**src/rtl/ecs_map.svh**
```systemverilog
`ifndef ECS_MAP_SVH
`define ECS_MAP_SVH

// Parameter numbers of the clock block
`define ECS_ADDR_W 16
`define ECS_ADDR_EXT_SELECT 16'h4E84
`define ECS_ADDR_TERMINATION 16'h4E98
`define ECS_ADDR_EXT_RANGE 16'h4EA2
`define ECS_ADDR_EXT_DIVIDER 16'h4E48

// Field widths
`define ECS_DATA_W 32
`define ECS_RANGE_W 6
`define ECS_DIV_W 11

// External range encodings
`define ECS_RANGE_SINGLE 6'h02
`define ECS_RANGE_BURST_SMALL 6'h04
`define ECS_RANGE_BURST_MEDIUM 6'h08
`define ECS_RANGE_BURST_LARGE 6'h10
`define ECS_RANGE_BURST_XLARGE 6'h20

// Divider values that are accepted
`define ECS_DIV_1 11'h001
`define ECS_DIV_2 11'h002
`define ECS_DIV_4 11'h004
`define ECS_DIV_8 11'h008
`define ECS_DIV_10 11'h00A
`define ECS_DIV_16 11'h010
`define ECS_DIV_20 11'h014
`define ECS_DIV_40 11'h028
`define ECS_DIV_50 11'h032
`define ECS_DIV_80 11'h050
`define ECS_DIV_100 11'h064
`define ECS_DIV_200 11'h0C8
`define ECS_DIV_400 11'h190
`define ECS_DIV_500 11'h1F4
`define ECS_DIV_800 11'h320
`define ECS_DIV_1000 11'h3E8
`define ECS_DIV_2000 11'h7D0

// Channel patterns
`define ECS_CH_ONLY0 4'h1
`define ECS_CH_0_1 4'h3
`define ECS_CH_0_2 4'h5
`define ECS_CH_ALL 4'hF

// Reset values
`define ECS_RST_SELECT 1'h0
`define ECS_RST_TERMINATION 1'h0
`define ECS_RST_RANGE `ECS_RANGE_SINGLE
`define ECS_RST_DIVIDER `ECS_DIV_1

`endif

```
**src/rtl/ecs_pkg.sv**
```systemverilog
package ecs_pkg;

  // Channel setups that share one set of range limits
  typedef enum logic [1:0] {
    ECS_CFG_WIDE,
    ECS_CFG_MID,
    ECS_CFG_NARROW,
    ECS_CFG_UNKNOWN
  } ecs_chcfg_e;

endpackage

```
**src/rtl/ecs_div_if.sv**
```systemverilog
`timescale 1ns/10ps
`default_nettype none
`include "ecs_map.svh"

interface ecs_div_if;
  logic run;
  logic in_rise;
  logic in_level;
  logic [`ECS_DIV_W-1:0] divisor;
  logic out_tick;
  logic out_level;

  modport ctl (
    output run,
    output in_rise,
    output in_level,
    output divisor,
    input out_tick,
    input out_level
  );

  modport div (
    input run,
    input in_rise,
    input in_level,
    input divisor,
    output out_tick,
    output out_level
  );
endinterface // ecs_div_if

`default_nettype wire

```
**src/rtl/ecs_clk_div.sv**
```systemverilog
`timescale 1ns/10ps
`default_nettype none
`include "ecs_map.svh"

module ecs_clk_div (
  // Clock and reset
  input wire logic clock,
  input wire logic srst,
  // Divider link
  ecs_div_if.div dp
);

  logic [`ECS_DIV_W-1:0] cnt_r;
  logic last;

  // A shrunken divisor wraps at once instead of running to the top
  assign last = (cnt_r >= dp.divisor - `ECS_DIV_1);

  // Counts edges only; no time limit, so a stopped clock simply holds
  always_ff @(posedge clock) begin
    if (srst || !dp.run) begin
      cnt_r <= '0;
    end else if (dp.in_rise) begin
      cnt_r <= last ? '0 : cnt_r + `ECS_DIV_1;
    end
  end

  assign dp.out_tick = dp.run && dp.in_rise && last;
  assign dp.out_level = (dp.divisor == `ECS_DIV_1) ? dp.in_level
                        : (cnt_r < (dp.divisor >> 1));
endmodule // ecs_clk_div

`default_nettype wire

```
**src/rtl/ecs_top.sv**
```systemverilog
// What this block does
// - External clock select at 1 takes the sample clock from the clock connector, else internal.
// - Termination at 1 switches on the 50 Ohm load only while the connector is an input.
// - External clock is accepted at any rate down to DC, with no lower limit.
// - The external range holds one of single 2, burst small 4, medium 8, large, xlarge 32.
// - Channel 0 alone, or 0 and 2 in standard mode, allows only single or burst small.
// - Channels 0 and 1, 0 and 2 in FIFO mode, or all four in standard use the five ranges.
// - All four channels in FIFO mode use the five ranges with lower limits; the range check accepts all five with no lower limit.
// - The divider splits the external clock by a fixed value to make the sample clock.
// - The divider setting takes only 1 2 4 8 10 16 20 40 50 80 100 200 400 500 800 1000 2000.
`timescale 1ns/10ps
`default_nettype none
`include "ecs_map.svh"

module ecs_top (
  // Clock and reset
  input wire logic clock,
  input wire logic srst,
  // Parameter access
  input wire logic param_wr_en,
  input wire logic param_rd_en,
  input wire logic [`ECS_ADDR_W-1:0] param_addr,
  input wire logic [`ECS_DATA_W-1:0] param_wdata,
  output logic [`ECS_DATA_W-1:0] param_rdata_r,
  output logic param_ack_r,
  output logic param_err_r,
  // Board setup
  input wire logic [3:0] chan_enable,
  input wire logic fifo_mode,
  // Clock sources
  input wire logic ext_clk_pin,
  input wire logic int_sample_clk,
  // Connector and sample clock
  output logic term_enable_r,
  output logic sample_clk_r,
  output logic sample_tick_r,
  output logic range_mismatch_r
);

  function automatic logic addr_mapped(input logic [`ECS_ADDR_W-1:0] a);
    addr_mapped = (a == `ECS_ADDR_EXT_SELECT) || (a == `ECS_ADDR_TERMINATION) ||
                  (a == `ECS_ADDR_EXT_RANGE) || (a == `ECS_ADDR_EXT_DIVIDER);
  endfunction

  function automatic logic range_code_ok(input logic [`ECS_DATA_W-1:0] v);
    logic [`ECS_RANGE_W-1:0] c;
    c = v[`ECS_RANGE_W-1:0];
    range_code_ok = (v[`ECS_DATA_W-1:`ECS_RANGE_W] == '0) &&
                    (c == `ECS_RANGE_SINGLE || c == `ECS_RANGE_BURST_SMALL ||
                     c == `ECS_RANGE_BURST_MEDIUM || c == `ECS_RANGE_BURST_LARGE ||
                     c == `ECS_RANGE_BURST_XLARGE);
  endfunction

  function automatic logic div_code_ok(input logic [`ECS_DATA_W-1:0] v);
    logic [`ECS_DIV_W-1:0] d;
    d = v[`ECS_DIV_W-1:0];
    div_code_ok = 1'b0;
    if (v[`ECS_DATA_W-1:`ECS_DIV_W] == '0) begin
      case (d)
        `ECS_DIV_1, `ECS_DIV_2, `ECS_DIV_4, `ECS_DIV_8, `ECS_DIV_10, `ECS_DIV_16,
        `ECS_DIV_20, `ECS_DIV_40, `ECS_DIV_50, `ECS_DIV_80, `ECS_DIV_100,
        `ECS_DIV_200, `ECS_DIV_400, `ECS_DIV_500, `ECS_DIV_800, `ECS_DIV_1000,
        `ECS_DIV_2000: div_code_ok = 1'b1;
        default: div_code_ok = 1'b0;
      endcase
    end
  endfunction

  function automatic ecs_pkg::ecs_chcfg_e classify(input logic [3:0] ch, input logic fifo);
    classify = ecs_pkg::ECS_CFG_UNKNOWN;
    if (ch == `ECS_CH_ONLY0 || (ch == `ECS_CH_0_2 && !fifo)) begin
      classify = ecs_pkg::ECS_CFG_WIDE;
    end else if (ch == `ECS_CH_0_1 || (ch == `ECS_CH_0_2 && fifo) ||
                 (ch == `ECS_CH_ALL && !fifo)) begin
      classify = ecs_pkg::ECS_CFG_MID;
    end else if (ch == `ECS_CH_ALL && fifo) begin
      classify = ecs_pkg::ECS_CFG_NARROW;
    end
  endfunction

  function automatic logic range_allowed(input ecs_pkg::ecs_chcfg_e cfg,
                                         input logic [`ECS_RANGE_W-1:0] r);
    case (cfg)
      ecs_pkg::ECS_CFG_WIDE: begin
        range_allowed = (r == `ECS_RANGE_SINGLE) || (r == `ECS_RANGE_BURST_SMALL);
      end
      ecs_pkg::ECS_CFG_MID, ecs_pkg::ECS_CFG_NARROW: range_allowed = 1'b1;
      default: range_allowed = 1'b1;
    endcase
  endfunction

  // Stored settings
  logic ext_sel_r;
  logic term_r;
  logic [`ECS_RANGE_W-1:0] range_r;
  logic [`ECS_DIV_W-1:0] div_r;

  logic wr_ok;
  logic req;
  ecs_pkg::ecs_chcfg_e cfg;

  always_comb begin
    wr_ok = 1'b0;
    case (param_addr)
      `ECS_ADDR_EXT_SELECT: wr_ok = 1'b1;
      `ECS_ADDR_TERMINATION: wr_ok = 1'b1;
      `ECS_ADDR_EXT_RANGE: wr_ok = range_code_ok(param_wdata);
      `ECS_ADDR_EXT_DIVIDER: wr_ok = div_code_ok(param_wdata);
      default: wr_ok = 1'b0;
    endcase
  end

  assign req = param_wr_en || param_rd_en;
  assign cfg = classify(chan_enable, fifo_mode);

  // Illegal codes leave the stored value untouched
  always_ff @(posedge clock) begin
    if (srst) begin
      ext_sel_r <= `ECS_RST_SELECT;
      term_r <= `ECS_RST_TERMINATION;
      range_r <= `ECS_RST_RANGE;
      div_r <= `ECS_RST_DIVIDER;
    end else if (param_wr_en && wr_ok) begin
      case (param_addr)
        `ECS_ADDR_EXT_SELECT: ext_sel_r <= param_wdata[0];
        `ECS_ADDR_TERMINATION: term_r <= param_wdata[0];
        `ECS_ADDR_EXT_RANGE: range_r <= param_wdata[`ECS_RANGE_W-1:0];
        `ECS_ADDR_EXT_DIVIDER: div_r <= param_wdata[`ECS_DIV_W-1:0];
        default: ext_sel_r <= ext_sel_r;
      endcase
    end
  end

  // Parameter answers
  always_ff @(posedge clock) begin
    if (srst) begin
      param_ack_r <= 1'b0;
      param_err_r <= 1'b0;
      param_rdata_r <= '0;
    end else begin
      param_ack_r <= req;
      param_err_r <= req && (!addr_mapped(param_addr) || (param_wr_en && !wr_ok));
      if (param_rd_en && !param_wr_en) begin
        case (param_addr)
          `ECS_ADDR_EXT_SELECT: param_rdata_r <= {{(`ECS_DATA_W-1){1'b0}}, ext_sel_r};
          `ECS_ADDR_TERMINATION: param_rdata_r <= {{(`ECS_DATA_W-1){1'b0}}, term_r};
          `ECS_ADDR_EXT_RANGE: begin
            param_rdata_r <= {{(`ECS_DATA_W-`ECS_RANGE_W){1'b0}}, range_r};
          end
          `ECS_ADDR_EXT_DIVIDER: begin
            param_rdata_r <= {{(`ECS_DATA_W-`ECS_DIV_W){1'b0}}, div_r};
          end
          default: param_rdata_r <= '0;
        endcase
      end
    end
  end

  // Connector pin synchroniser; only slow clocks survive sampling at 10 MHz
  logic ext_s1_r;
  logic ext_s2_r;
  logic ext_s3_r;
  logic int_q_r;

  always_ff @(posedge clock) begin
    if (srst) begin
      ext_s1_r <= 1'b0;
      ext_s2_r <= 1'b0;
      ext_s3_r <= 1'b0;
    end else begin
      ext_s1_r <= ext_clk_pin;
      ext_s2_r <= ext_s1_r;
      ext_s3_r <= ext_s2_r;
    end
  end

  always_ff @(posedge clock) begin
    if (srst) begin
      int_q_r <= 1'b0;
    end else begin
      int_q_r <= int_sample_clk;
    end
  end

  ecs_div_if dif ();

  // Divider held in reset while internal clock is chosen
  assign dif.run = ext_sel_r;
  assign dif.in_rise = ext_s2_r && !ext_s3_r;
  assign dif.in_level = ext_s2_r;
  assign dif.divisor = div_r;

  ecs_clk_div u_div (
    .clock(clock),
    .srst(srst),
    .dp(dif)
  );

  // Source switch is not glitch free; change it only while stopped
  always_ff @(posedge clock) begin
    if (srst) begin
      sample_clk_r <= 1'b0;
      sample_tick_r <= 1'b0;
    end else if (ext_sel_r) begin
      sample_clk_r <= dif.out_level;
      sample_tick_r <= dif.out_tick;
    end else begin
      sample_clk_r <= int_sample_clk;
      sample_tick_r <= int_sample_clk && !int_q_r;
    end
  end

  // Load only while the connector faces inward
  always_ff @(posedge clock) begin
    if (srst) begin
      term_enable_r <= 1'b0;
    end else begin
      term_enable_r <= term_r && ext_sel_r;
    end
  end

  // Setup check; the rate itself is the source's duty
  always_ff @(posedge clock) begin
    if (srst) begin
      range_mismatch_r <= 1'b0;
    end else begin
      range_mismatch_r <= ext_sel_r && !range_allowed(cfg, range_r);
    end
  end
endmodule // ecs_top

`default_nettype wire

```
**config.mk**
```make
export PLATFORM = sky130hd
export DESIGN_NAME = ecs_top
export DESIGN_NICKNAME = d
export VERILOG_FILES = /design/src/rtl/ecs_pkg.sv /design/src/rtl/ecs_div_if.sv /design/src/rtl/ecs_clk_div.sv /design/src/rtl/ecs_top.sv
export VERILOG_INCLUDE_DIRS = /design/src /design/src/rtl
export SDC_FILE = /design/constraint.sdc
export NUM_CORES = 1
export LEC_CHECK = 0
export ABC_AREA = 1
export BUFFER_PORTS_ARGS = -buffer_cell sky130_fd_sc_hd__buf_2
export CORE_MARGIN = 5
export CORE_UTILIZATION = 30
export CTS_CLUSTER_DIAMETER = 60
export DETAILED_ROUTE_END_ITERATION = 7
export PLACE_DENSITY = 0.53
export REMOVE_ABC_BUFFERS = 1
export SKIP_LAST_GASP = 1
export SLEW_MARGIN = 25
export SYNTH_ARGS = -nofsm -noshare
export SYNTH_HDL_FRONTEND = slang
export SYNTH_SLANG_ARGS = --single-unit
```
**constraint.sdc**
```tcl
create_clock -name clock -period 4.1 [get_ports clock]
set_input_delay 0 -clock clock [delete_from_list [all_inputs] [get_ports clock]]
set_output_delay 0 -clock clock [all_outputs]
set_load 0.05 [all_outputs]
```
==> impl_metrics.py <==
metrics = {
    "outcome": {
        "status": "complete, no violations",
    },
    "min_path": {
        "hp-class": "in2reg",
    },
    "clock_network": {
        "cts_sinks": 51,
        "ctsHtreeMaxLevel": 2,
        "cts_tree": "built",
        "root_buffer": "clkbuf_16",
        "path_clk_slew_ns": 0.07,
        "clock_latency_ns": 0.29,
        "cts_buffers": 5,
        "cts.path.max_buffers": 2,
    },
    "timing": {
        "hold_slack_ns": 0.0195,
        "hold_violations": 0,
        "worstMarginPinSlew_ns": 0.642,
        "clock_skew_ns": 0.0117,
        "final-setup-viol-count": 0,
        "period_minus_slack_ns": 3.06,
        "tns_ns": 0,
        "max_slew_margin": 0.572,
        "fmax_mhz": 327,
        "drv_slew": 0,
        "period_share": 0.747,
        "setup_ws_ns": 1.04,
        "rsz0062_at_grt": "false",
    },
    "place": {
        "portBuffers": 75,
        "routabilityCongestion": 0.818,
        "place_ws_ns": 1.05,
        "dp_hpwl_mm": 8.03,
    },
    "route": {
        "first_pass_iters": 4,
        "wl_per_cell_um": 11.6,
        "totalWireLength_mm": 9.64,
        "route.detailed.drc": 0,
        "drtIter0Drc": 165,
        "vias_per_cell": 4.50,
        "antenna_left": 0,
        "num_vias": 3737,
    },
    "final_layout": {
        "nNetsFinal": 743,
        "layout_common_cells": "132 x nand2_1, 88 x inv_1, 81 x nor2_1",
        "drive_gt1_frac": 0.159,
        "antenna_cells": 0,
        "area_growth_syn_to_layout_pct": 17.9,
        "mostFrequentLayoutCell": "nand2_1",
    },
    "setup_path": {
        "startpoint_type": "register",
        "path_max_fanout": 11,
        "worstSetupPathType": "reg2reg",
        "arrival_ns": 3.27,
        "critPathRequiredTime_ns": 4.31,
        "r2r_slack_ns": 1.04,
        "critPathCaptureType": "register",
    },
    "floorplan": {
        "fp-row-count": 40,
        "initial_utilization": 0.308,
        "die_x_um": 122,
        "core-area_um2": 12100,
        "ios": 97,
        "die_area_um2": 14800,
        "die_h_um": 122,
    },
    "power": {
        "p_leak_nw": 2.16,
        "power_w": 0.00115,
        "irDropWorstVdd_mv": 0.165,
        "power_density_nw_per_um2": 261,
    },
    "global_route": {
        "grt_pass1_vias": 3708,
        "track_usage": 0.133,
        "grt_pass1_wl_mm": 16.6,
        "antenna_found_initial": 0,
        "grt_overflow": 0,
        "grt_start_max_net_pins": 25,
    },
    "yosys": {
        "yosysSeqAreaShare": 0.273,
        "ys_ff_latch": 51,
        "yosys.cell_types.count": 39,
        "synth_area_per_cell_um2": 6.38,
        "syn_area_um2": 3740,
        "ys_warn_count": 0,
        "syn_inst": 586,
    },
    "flow_run": {
        "cap_viol_max_count": 0,
    },
}
-- sequential cells by signal, indices dropped and copies added (netlist names) --
register and cells:
term_r 1, range_r 6, param_err_r 1, range_mismatch_r 1, dif.divisor 11, dif.run 1
ext_s1_r 1, u_div.cnt_r 11, sample_clk_r 1, int_q_r 1, param_ack_r 1, param_rdata_r 11
ext_s3_r 1, dif.in_level 1, sample_tick_r 1, term_enable_r 1
-- path summary, 6_finish.rpt --
kind,startpoint,end,cells after the start
worst min-delay path,param_rd_en,param_ack_r,3
worst min register to register,ext_s1_r,dif.in_level,2
worst max register to register,dif.divisor[0],u_div.cnt_r[4],15
worst max-delay path,dif.divisor[0],u_div.cnt_r[4],15
-- critical path, stage by stage (launching register included) --
cell	delay [ns]
dfxtp_1	0.33
inv_1	0.17
ha_1	0.22
nand2_1	0.09
nor3_1	0.25
nand3_1	0.16
nor2_1	0.14
xor2_1	0.16
ha_1	0.26
nand2_1	0.09
inv_1	0.07
nand4_1	0.09
o2111ai_1	0.12
o21ai_0	0.28
nand2_1	0.30
nor3b_1	0.24
-- where the power goes --
group | internal [W] | leakage [nW] | switching [W]
combinational | 0.0000428 | 1.67 | 0.000125
sequential | 0.000502 | 0.414 | 0.00000229
clock | 0.000290 | 0.0804 | 0.000189
total | 0.000835 | 2.16 | 0.000317
-- layer usage --
layer	global-route usage	up-vias	part of all wire
met5	0	-	0
met4	0.0273	0	0.010
met3	0.0292	8	0.062
met2	0.230	82	0.46
met1	0.171	1651	0.46
li1	-	1996	-
-- logic make-up after synthesis --
family | share of synthesized area
flops | 0.273
compound gates | 0.0797
buf+inv | 0.149
fa+ha+maj | 0.0770
simple gates | 0.385
other cells | 0.00100
xor+xnor | 0.0352
-- Yosys cell counts --
cell,instances,area share
inv_2,5,0.0050
or2_2,2,0.0033
nand2_4,1,0.0030
and3_1,1,0.0017
a2111oi_0,1,0.0023
buf_4,22,0.044
a21o_1,1,0.0020
nor2_1,82,0.082
nand4_1,33,0.055
nand2_1,132,0.13
ha_1,23,0.077
clkbuf_1,7,0.0070
nor2_4,2,0.0060
nor4_1,6,0.010
o21a_1,1,0.0020
a31oi_1,1,0.0017
buf_6,1,0.0030
o21ai_1,1,0.0013
dfxtp_1,51,0.27
nand3_2,2,0.0054
nand3_1,28,0.038
inv_1,88,0.088
conb_1,1,0.0010
xor2_1,14,0.033
or2_0,1,0.0017
nor3b_2,1,0.0033
o22ai_1,7,0.012
a211oi_1,1,0.0020
o211ai_1,1,0.0020
nand2_2,4,0.0067
o21ai_0,13,0.017
nor2_2,4,0.0067
a21oi_1,26,0.035
nor3b_1,2,0.0040
nor3_1,13,0.017
o2111ai_1,1,0.0023
xnor2_1,1,0.0023
nand3b_1,4,0.0080
buf_1,1,0.0010
-- stage by stage --
step	cells	util	area, µm²
2_1_floorplan	575	-	3600
3_3_place_gp	818	0.346	4190
3_5_place_dp	818	0.346	4190
4_1_cts	830	0.363	4400
5_1_grt	830	0.364	4400
6_report	830	0.364	4400
-- final cells by class --
class | count | area (µm²)
clock buffers | 5 | 125
clock inverters | 3 | 46.3
fillers | 1367 | 7710
inverters | 93 | 349
multi-input cells | 431 | 2240
flip-flops and latches | 51 | 1020
well taps | 168 | 210
repair buffers | 79 | 415
-- repair_timing --
action / CTS / global route
hold endpoints to repair: 3 / 0
setup endpoints to repair: 0 / 0
hold buffers: 4 / 0
resized for setup: 0 / 0
buffers inserted: 0 / 0
No activity file was read; power rests on OpenSTA's default activity.
